===== src/rtl/grt_defines.vh =====
`ifndef GRT_DEFINES_VH
`define GRT_DEFINES_VH
// Power states
`define GRT_FULL_POWER_STATE   1'b0
`define GRT_LIGHT_LOAD_STATE   1'b1
// Command codes on the decoded command port
`define GRT_CMD_W              3
`define GRT_CMD_SET_PS         3'h1
`define GRT_CMD_VID_FAST       3'h2
`define GRT_CMD_VID_SLOW       3'h3
`define GRT_CMD_REG_READ       3'h4
// Register addresses
`define GRT_ADDR_W             8
`define GRT_REG_STATUS1        8'h10
`define GRT_REG_THERMAL_ZONE   8'h12
// Status register 1 field
`define GRT_ST1_THERMAL_BIT    1
// Zone bit positions
`define GRT_ZONE_ALERT_SET     6
`define GRT_ZONE_ALERT_CLR     5
`define GRT_ZONE_HOT_SET       7
`define GRT_ZONE_HOT_CLR       6
// Comp current codes in microamps
`define GRT_COMP_OFF           4'h0
`define GRT_COMP_FAST_UA       4'h8
`define GRT_COMP_SLOW_UA       4'h2
// Response codes: ack or reject
`define GRT_RESP_ACK           2'h0
`define GRT_RESP_REJECT        2'h1
`endif


===== src/rtl/grt_rail_thermal.v =====
// Summary of operation
// - Capture offset-pin comparator level once after each reset release.
// - Start in full-power state after reset until a power-state command.
// - Set-power-state command changes the operating state immediately.
// - Light-load state drives single-phase mode with diode emulation enabled.
// - Any voltage-change command forces return to full-power state.
// - After reaching target stay full-power; only new power-state command reenters light-load.
// - Fast upward transition selects 8 uA compensation current.
// - Slow upward transition selects 2 uA compensation current.
// - Downward transition keeps compensation current off.
// - Thermal comparator bank digitised into the zone register.
// - Zone register is a thermometer code, bit i per threshold.
// - While monitoring is enabled, zone bit 6 rising sets thermal alert and status bit 1.
// - Alert and status bit 1 clear when zone bit 5 falls or thermal monitoring is disabled.
// - Status bit 1 tracks alert, unlatched; register reads never clear it.
// - While monitoring is enabled, zone bit 7 rising asserts hot indicator low.
// - Hot indicator releases when zone bit 6 falls or thermal monitoring is disabled.
// - With thermal monitoring disabled, zone-register commands are rejected.
`timescale 1ns/1ps
`include "grt_defines.vh"
module grt_rail_thermal #(
  parameter ZONE_W = 8
) (
  input  wire                   clk_in,           // Core clock, 100 MHz
  input  wire                   rst_n_in,         // Async reset, active low
  input  wire                   offset_pin_in,    // Offset pin above 0.6 V comparator
  input  wire [ZONE_W-1:0]      temp_sense_pin_in,// Thermal comparator outputs
  input  wire                   sense_disable_in, // Sense pin tied to five volt supply
  input  wire                   other_alert_in,   // Other alert sources, high active
  input  wire                   at_target_in,     // Output reached its target voltage
  input  wire                   cmd_valid_in,     // Command strobe from serial decoder
  input  wire [`GRT_CMD_W-1:0]  cmd_code_in,      // Command code
  input  wire [`GRT_ADDR_W-1:0] cmd_addr_in,      // Register address
  input  wire [7:0]             cmd_data_in,      // Payload: power state or VID
  output reg                    offset_en_out,    // Latched pin offset enable
  output reg                    power_state_out,  // 0 full power, 1 light load
  output reg                    diode_emulation_out, // Diode emulation enable
  output reg                    single_phase_out, // Single-phase operation
  output reg  [3:0]             comp_current_out, // Compensation current in uA
  output reg                    alert_n_out,      // Shared alert, active low
  output reg                    alert_oe_out,     // Alert pin output enable
  output reg                    hot_indicator_n_out, // Hot indicator, active low
  output reg                    hot_oe_out,       // Hot pin output enable
  output reg  [ZONE_W-1:0]      zone_out,         // Thermal zone code
  output reg  [7:0]             status1_out,      // Status register 1
  output reg                    resp_valid_out,   // Response strobe
  output reg  [1:0]             resp_code_out,    // Ack or reject
  output reg  [7:0]             resp_data_out     // Read data
);

////////////////////////////////////////////////////////////////////////////////
// Input synchronisers; first stage feeds only second stage
reg [ZONE_W-1:0] zone_s1_q;
reg [ZONE_W-1:0] zone_s2_q;
reg              ofs_s1_q;
reg              ofs_s2_q;
reg              dis_s1_q;
reg              dis_s2_q;
reg              oth_s1_q;
reg              oth_s2_q;

always @(posedge clk_in or negedge rst_n_in) begin
  if (!rst_n_in) begin
    zone_s1_q <= {ZONE_W{1'b0}};
    zone_s2_q <= {ZONE_W{1'b0}};
    ofs_s1_q  <= 1'b0;
    ofs_s2_q  <= 1'b0;
    dis_s1_q  <= 1'b0;
    dis_s2_q  <= 1'b0;
    oth_s1_q  <= 1'b0;
    oth_s2_q  <= 1'b0;
  end else begin
    zone_s1_q <= temp_sense_pin_in;
    zone_s2_q <= zone_s1_q;
    ofs_s1_q  <= offset_pin_in;
    ofs_s2_q  <= ofs_s1_q;
    dis_s1_q  <= sense_disable_in;
    dis_s2_q  <= dis_s1_q;
    oth_s1_q  <= other_alert_in;
    oth_s2_q  <= oth_s1_q;
  end
end

////////////////////////////////////////////////////////////////////////////////
// Thermometer encoding: a bit only counts if all lower bits are set, which
// masks a glitching comparator above a lower one that is clear
wire [ZONE_W-1:0] zone_d;
genvar gi;
generate
  for (gi = 0; gi < ZONE_W; gi = gi + 1) begin : g_zone
    assign zone_d[gi] = &zone_s2_q[gi:0];
  end
endgenerate

////////////////////////////////////////////////////////////////////////////////
// Offset capture after reset release
reg       ofs_done_q;
reg [1:0] ofs_wait_q;

always @(posedge clk_in or negedge rst_n_in) begin
  if (!rst_n_in) begin
    ofs_done_q    <= 1'b0;
    ofs_wait_q    <= 2'h0;
    offset_en_out <= 1'b0;
  end else if (!ofs_done_q) begin
    // Wait for the synchroniser to fill before sampling
    ofs_wait_q <= ofs_wait_q + 2'h1;
    if (ofs_wait_q == 2'h2) begin
      offset_en_out <= ofs_s2_q;
      ofs_done_q    <= 1'b1;
    end
  end
end

////////////////////////////////////////////////////////////////////////////////
// Power state and compensation current
wire cmd_ps   = cmd_valid_in && (cmd_code_in == `GRT_CMD_SET_PS);
wire cmd_fast = cmd_valid_in && (cmd_code_in == `GRT_CMD_VID_FAST);
wire cmd_slow = cmd_valid_in && (cmd_code_in == `GRT_CMD_VID_SLOW);
wire cmd_vid  = cmd_fast || cmd_slow;

reg [7:0] vid_q;
reg [7:0] vid_d;
reg       ramp_q;
reg       ramp_d;
reg       power_state_d;
reg       light_mode_d;
reg [3:0] comp_d;

// Next-state logic; a VID command outranks everything else
always @* begin
  vid_d         = vid_q;
  ramp_d        = ramp_q;
  power_state_d = power_state_out;
  light_mode_d  = diode_emulation_out;
  comp_d        = comp_current_out;
  if (cmd_vid) begin
    // An earlier light-load request is dropped, not resumed
    power_state_d = `GRT_FULL_POWER_STATE;
    light_mode_d  = 1'b0;
    vid_d         = cmd_data_in;
    ramp_d        = 1'b1;
    if (cmd_data_in > vid_q) begin
      comp_d = cmd_fast ? `GRT_COMP_FAST_UA : `GRT_COMP_SLOW_UA;
    end else begin
      comp_d = `GRT_COMP_OFF;
    end
  end else if (cmd_ps) begin
    power_state_d = cmd_data_in[0];
    light_mode_d  = cmd_data_in[0];
  end else if (ramp_q && at_target_in) begin
    // Ramp over: compensation only runs while the output slews
    ramp_d = 1'b0;
    comp_d = `GRT_COMP_OFF;
  end
end

always @(posedge clk_in or negedge rst_n_in) begin
  if (!rst_n_in) begin
    power_state_out     <= `GRT_FULL_POWER_STATE;
    diode_emulation_out <= 1'b0;
    single_phase_out    <= 1'b0;
    comp_current_out    <= `GRT_COMP_OFF;
    vid_q               <= 8'h00;
    ramp_q              <= 1'b0;
  end else begin
    // Both light-load outputs follow one bit so they never disagree
    power_state_out     <= power_state_d;
    diode_emulation_out <= light_mode_d;
    single_phase_out    <= light_mode_d;
    comp_current_out    <= comp_d;
    vid_q               <= vid_d;
    ramp_q              <= ramp_d;
  end
end

////////////////////////////////////////////////////////////////////////////////
// Thermal alert and hot indicator with hysteresis
reg  [ZONE_W-1:0] zone_prev_q;
reg               th_alert_q;
reg               th_alert_d;
reg               hot_q;
reg               hot_d;
reg  [7:0]        status1_d;

wire [ZONE_W-1:0] zone_rise = zone_d & ~zone_prev_q;
wire [ZONE_W-1:0] zone_fall = zone_prev_q & ~zone_d;
wire              th_on;
wire              hot_on;

// Set and clear watch different bits, so a sense voltage hovering
// at one threshold cannot make the outputs chatter
always @* begin
  th_alert_d = th_alert_q;
  if (zone_rise[`GRT_ZONE_ALERT_SET]) begin
    th_alert_d = 1'b1;
  end else if (zone_fall[`GRT_ZONE_ALERT_CLR]) begin
    th_alert_d = 1'b0;
  end
end

always @* begin
  hot_d = hot_q;
  if (zone_rise[`GRT_ZONE_HOT_SET]) begin
    hot_d = 1'b1;
  end else if (zone_fall[`GRT_ZONE_HOT_CLR]) begin
    hot_d = 1'b0;
  end
end

// Monitoring off silences both thermal outputs
assign th_on  = th_alert_d && !dis_s2_q;
assign hot_on = hot_d && !dis_s2_q;

always @* begin
  status1_d = 8'h00;
  // Unlatched: reads have no path into this bit
  status1_d[`GRT_ST1_THERMAL_BIT] = th_on;
end

always @(posedge clk_in or negedge rst_n_in) begin
  if (!rst_n_in) begin
    zone_prev_q         <= {ZONE_W{1'b0}};
    th_alert_q          <= 1'b0;
    hot_q               <= 1'b0;
    zone_out            <= {ZONE_W{1'b0}};
    status1_out         <= 8'h00;
    alert_n_out         <= 1'b1;
    alert_oe_out        <= 1'b0;
    hot_indicator_n_out <= 1'b1;
    hot_oe_out          <= 1'b0;
  end else begin
    zone_prev_q <= zone_d;
    th_alert_q  <= th_alert_d;
    hot_q       <= hot_d;
    zone_out    <= zone_d;
    status1_out <= status1_d;
    // Open drain: only ever drives low
    alert_n_out  <= 1'b0;
    alert_oe_out <= th_on || oth_s2_q;
    hot_indicator_n_out <= 1'b0;
    hot_oe_out          <= hot_on;
  end
end

////////////////////////////////////////////////////////////////////////////////
// Command responses
wire       zone_addr = (cmd_addr_in == `GRT_REG_THERMAL_ZONE);
wire       reg_read  = (cmd_code_in == `GRT_CMD_REG_READ);
// Monitoring off: everything aimed at the zone register is refused
wire       reject    = zone_addr && dis_s2_q;

reg  [7:0] read_word;
reg  [1:0] resp_code_d;
reg  [7:0] resp_data_d;

// Read mux; unknown addresses read as zero
always @* begin
  case (cmd_addr_in)
    `GRT_REG_THERMAL_ZONE: begin
      read_word = zone_out;
    end
    `GRT_REG_STATUS1: begin
      read_word = status1_out;
    end
    default: begin
      read_word = 8'h00;
    end
  endcase
end

// Code and data hold between commands
always @* begin
  resp_code_d = resp_code_out;
  resp_data_d = resp_data_out;
  if (cmd_valid_in) begin
    resp_data_d = 8'h00;
    if (reject) begin
      // Rejected commands return no data
      resp_code_d = `GRT_RESP_REJECT;
    end else begin
      resp_code_d = `GRT_RESP_ACK;
      if (reg_read) begin
        resp_data_d = read_word;
      end
    end
  end
end

always @(posedge clk_in or negedge rst_n_in) begin
  if (!rst_n_in) begin
    resp_valid_out <= 1'b0;
    resp_code_out  <= `GRT_RESP_ACK;
    resp_data_out  <= 8'h00;
  end else begin
    resp_valid_out <= cmd_valid_in;
    resp_code_out  <= resp_code_d;
    resp_data_out  <= resp_data_d;
  end
end

endmodule


===== config.mk =====
export PLATFORM = sky130hd
export DESIGN_NAME = grt_rail_thermal
export DESIGN_NICKNAME = d
export VERILOG_FILES = /design/src/rtl/grt_rail_thermal.v
export VERILOG_INCLUDE_DIRS = /design/src /design/src/rtl
export SDC_FILE = /design/constraint.sdc
export NUM_CORES = 1
export LEC_CHECK = 0
export BUFFER_PORTS_ARGS = -buffer_cell sky130_fd_sc_hd__buf_4
export CORE_AREA = 2 2 63 95
export DETAILED_ROUTE_END_ITERATION = 6
export DIE_AREA = 0 0 65 97
export PLACE_DENSITY = 0.73
export SLEW_MARGIN = 20
export SYNTH_ARGS = -nofsm -noshare
export SYNTH_HDL_FRONTEND = slang
export SYNTH_SLANG_ARGS = --single-unit

===== constraint.sdc =====
create_clock -name clk_in -period 1.34 [get_ports clk_in]
set_input_delay 0.268 -clock clk_in [delete_from_list [all_inputs] [get_ports clk_in]]
set_output_delay 0.268 -clock clk_in [all_outputs]
set_load 0.02 [all_outputs]

# Word-level counts from Yosys, hierarchy flattened
# Index checks and enable logic that the tools add are counted.
[word_totals]
word_cells = 81
ff_bits = 65
inputBits = 34
output_inout_bits = 39
[classes]
reduce_logical = 21
n_lt_le_gt_ge = 1
bitwise_logic = 5
add_sub_neg = 1
muxes = 20
eq_ne = 8
[ops]
columns = ["operator", "n"]
rows = [
  ["4-bit two-way mux", 5],
  ["8-bit by 5-bit == test with 1-bit output (second input constant)", 2],
  ["8-bit two-way mux", 2],
  ["8-bit case mux with 2 select lines", 1],
  ["1-bit two-way mux", 12],
  ["8-bit bitwise AND", 1],
  ["8-bit greater-than comparator", 1],
  ["8-bit inverter", 1],
  ["8-bit AND reduction", 1],
  ["7-bit bitwise AND", 1],
  ["1-bit logical AND", 7],
  ["7-bit inverter", 1],
  ["7-bit AND reduction", 1],
  ["3-bit by 2-bit == test with 1-bit output (second input constant)", 2],
  ["2-bit AND reduction", 3],
  ["6-bit AND reduction", 1],
  ["5-bit AND reduction", 1],
  ["4-bit AND reduction", 1],
  ["2-bit nonzero test", 2],
  ["3-bit by 1-bit == test with 1-bit output (second input constant)", 1],
  ["3-bit == test (second input constant)", 1],
  ["3-bit AND reduction", 1],
  ["2-bit by 1-bit adder with 2-bit output (second input constant)", 1],
  ["2-bit == test (second input constant)", 1],
  ["4 further kinds", 5],
]

# Depth between registers and ports, before layout
[logic_depth]
depth_word = 7
depth_mapped = 6
mapped_depth_nobuf = 6

# Least setup slack after synthesis
# No wires, ideal clock.
[synth_timing]
path_type = "register to register"
from = "reg vid_q[7]"
to = "reg comp_current_out[3]"
path_slack_ps = -25
t_required_ps = 1214
n_path_buf = 0
period_less_slack_ps = 1365
t_arrival_ps = 1238
path_stages_with_launch = 7
setup_time_ps = 126
cell_sequence = "dfrtp_1 inv_1 ha_1 nand4_1 or2_2 a32oi_1 a21oi_1"
[synth_between]
elab_chain_cells = 3
[synth_rtl]
columns = ["item", "line", "source"]
rows = [
  ["start, declared", "grt_rail_thermal.v:122", "reg [7:0] vid_q;"],
  ["start signal, assigned", "grt_rail_thermal.v:172", "vid_q <= vid_d;"],
  ["8-bit greater-than comparator", "grt_rail_thermal.v:143", "if (cmd_data_in > vid_q) begin"],
  ["4-bit two-way mux", "grt_rail_thermal.v:143", ""],
  ["4-bit two-way mux", "grt_rail_thermal.v:137", "if (cmd_vid) begin"],
  ["end signal, assigned", "grt_rail_thermal.v:163", "comp_current_out <= `GRT_COMP_OFF;"],
  ["end signal, assigned", "grt_rail_thermal.v:171", "comp_current_out <= comp_d;"],
  ["end, declared", "grt_rail_thermal.v:39", "output reg [3:0] comp_current_out,"],
]
# No other way between the ends.
# A chain may end at the register's enable or synchronous reset.

# Worst setup path in the final report
[layout_timing]
from = "reg vid_q[5]"
to = "reg comp_current_out[3]"
# The elaborated chain is that of the path after synthesis.

==> impl_metrics.ini <==
[synth]
synth_top_area_share_pct = 63.2
avgSynthCellArea_um2 = 12.9
synthArstFlopShare_pct = 100
synth_edf_count = 0
yosys_most_used_dff = dfrtp_1
ys_top_cells_by_area = dfrtp_1, ha_1, buf_4, a22o_1, inv_1
syn-cell-area_mm2 = 0.00242
yosysWarningCount = 0
yosysTopAreaCell = dfrtp_1
postSynthCellCount = 188
ys_seq_area_share_pct = 64.3
ys_ff_latch = 62
ys_types = 45

[clocking]
clock-sinks = 62
cts_tree = built
numCtsBuffers = 9
clock_latency_ns = 0.33
path_clk_slew_ns = 0.07
cts_root_buf = clkbuf_8
cts_buffer_depth = 2
h-tree-depth = 3

[cells_and_area]
drive_gt1_share_pct = 39.7
synthToLayoutAreaGrowth_pct = 35.2
finish.utilization_pct = 60.4
design_area_mm2 = 0.00327
nets = 310
layout.cells.non_filler = 342
final_cell_mix = buf_4, dfrtp_1, inv_1, nand2_1, conb_1
final_common_cell = buf_4
n_antenna_cell = 0

[power_and_ir_drop]
power_frac_seq_pct = 46.6
p_comb_share_pct = 14.2
p_clk_share_pct = 39.3
ir_drop_uv = 1140
leakagePower_nw = 1.59
power_mw = 4.40
power_density_mw_per_mm2 = 1350
p_int_mw = 3.32
switching_share_pct = 24.4
power.switching_mw = 1.07

[placed_design]
post-place-cells = 324
pre_cts_ws_ns = -0.165
hpwl_um = 3320
gp_congestion = 0.720
dpl-instance-area_mm2 = 0.00297
numPortBuffers = 62

[global_route]
grt_pass1_vias = 1658
antenna_found_initial = 0
grt-ovfl-total = 0
track_usage_pct = 15.8
grt_pass1_wl_um = 7460
grt_max_degree = 35

[route]
vias = 1599
drt_first_iter_violations = 45
drcViolationCount = 0
dr.pass1.iters = 4
wl_per_cell_um = 13.5
vias_per_cell = 4.68
ant_nets = 0
wirelength_um = 4610

[min_path]
hold_class = in -> reg

[run_status]
run_status = complete, but fails checks
violations = negative setup slack

[sta]
finalSetupViolations = 2
fmax_mhz = 704
totalNegativeSetupSlack_ns = -0.123
period_share_pct = 106
fin_crit_ns = 1.42
finClkSkew_ns = 0.00687
final-hold-violation-count = 0
grt_setup_unrepaired = true
drv_slew = 0
fin_ws_ns = -0.0813
fin_hold_ws_ns = 0.0448

[setup_path]
start_kind = register
worst-path-max-fanout = 2
path_class = reg -> reg
max_stage_delay_ns = 0.37
critical_path_buf_inv_count = 1
slowest_stage = dfrtp_1
cp-end-kind = register
cp_top_family = compound AO/OA/AOI/OAI gates
worstPathCellList = inv_2 -> ha_4 -> a211oi_2 -> nor2_1 -> a211oi_2 -> a21oi_1
worst_path_most_repeated_cell = a211oi_2
critPathArrivalTime_ns = 1.63
cp.required_ns = 1.54

[floorplan]
die_h_um = 97
die_width_um = 65
core_area_mm2 = 0.00541
row_count = 33
die_area_mm2 = 0.00631
ios = 73
initial_core_util_pct = 44.7

[job]
cap_violations = 0
## layer usage
metal	vias up	share of wire, %	GRT usage (%)
met5	-	0	0
met4	0	2.3	9.00
met3	7	6.4	5.00
met2	46	54	26.9
met1	765	37	16.8
li1	781	-	-
## repair_timing
item	CTS	global route
hold buffers	1	0
resized for setup	5	4
buffers inserted	0	1
endpoints found under the setup margin	2	2
pin swaps	4	4
hold endpoints to repair	16	0
## layout make-up
cell class,instances,area [um^2]
Fill cell,442,2140
Sequential cell,62,1550
Multi-Input combinational cell,104,786
Timing Repair Buffer,73,563
Clock buffer,10,128
Tap cell,70,87.6
Clock inverter,6,86.3
Inverter,17,63.8
## worst paths after layout
kind                                      start                   to  slack, ns  cells past startpoint
min                        temp_sense_pin_in[6]         zone_s1_q[6]       0.04                      1
min in group asynchronous              rst_n_in             vid_q[3]       0.36                      2
max in group asynchronous              rst_n_in  hot_indicator_n_out       0.46                      3
max                                    vid_q[5]  comp_current_out[3]      -0.08                      6
min reg2reg                        zone_s1_q[5]         zone_s2_q[5]       0.35                      0
max reg2reg                            vid_q[5]  comp_current_out[3]      -0.08                      6
## synthesized netlist by cell type, types with 3 or more instances
cell type and n:
nor2b_1 5, and3_1 3, inv_1 16, a31oi_1 3, buf_4 13, a21oi_1 5
o21ai_0 9, nand4_1 3, ha_1 9, nand2_1 14, a22o_1 7, dfrtp_1 61
## flip-flops by register name, summed over array words and instances (netlist names), 2 cells and up
| register | flops |
|---|---|
| resp_data_out | 8 |
| ofs_wait_q | 2 |
| zone_s1_q | 8 |
| vid_q | 8 |
| zone_prev_q | 8 |
| comp_current_out | 2 |
| zone_s2_q | 8 |
## power groups by stage
stage	Clock [mW]	Sequential (mW)	Combinational [mW]
after CTS	1.78	2.05	0.585
after floorplan	0	2.11	0.290
after detailed placement	0	2.08	0.559
after global placement	0	2.08	0.546
final	1.73	2.05	0.622
after global routing	1.87	2.06	0.686
## cells by family after synthesis
group                      share of synthesized area [%]
adders and majority gates                           4.66
AOI/OAI and AO/OA                                   10.9
and+or+nand+nor                                     11.3
xor gates and xnor gates                           0.363
muxes                                              0.932
buffers and inverters                               7.35
other                                              0.155
DFF                                                 64.3
Note: power is estimated with default switching activity, not from simulation.
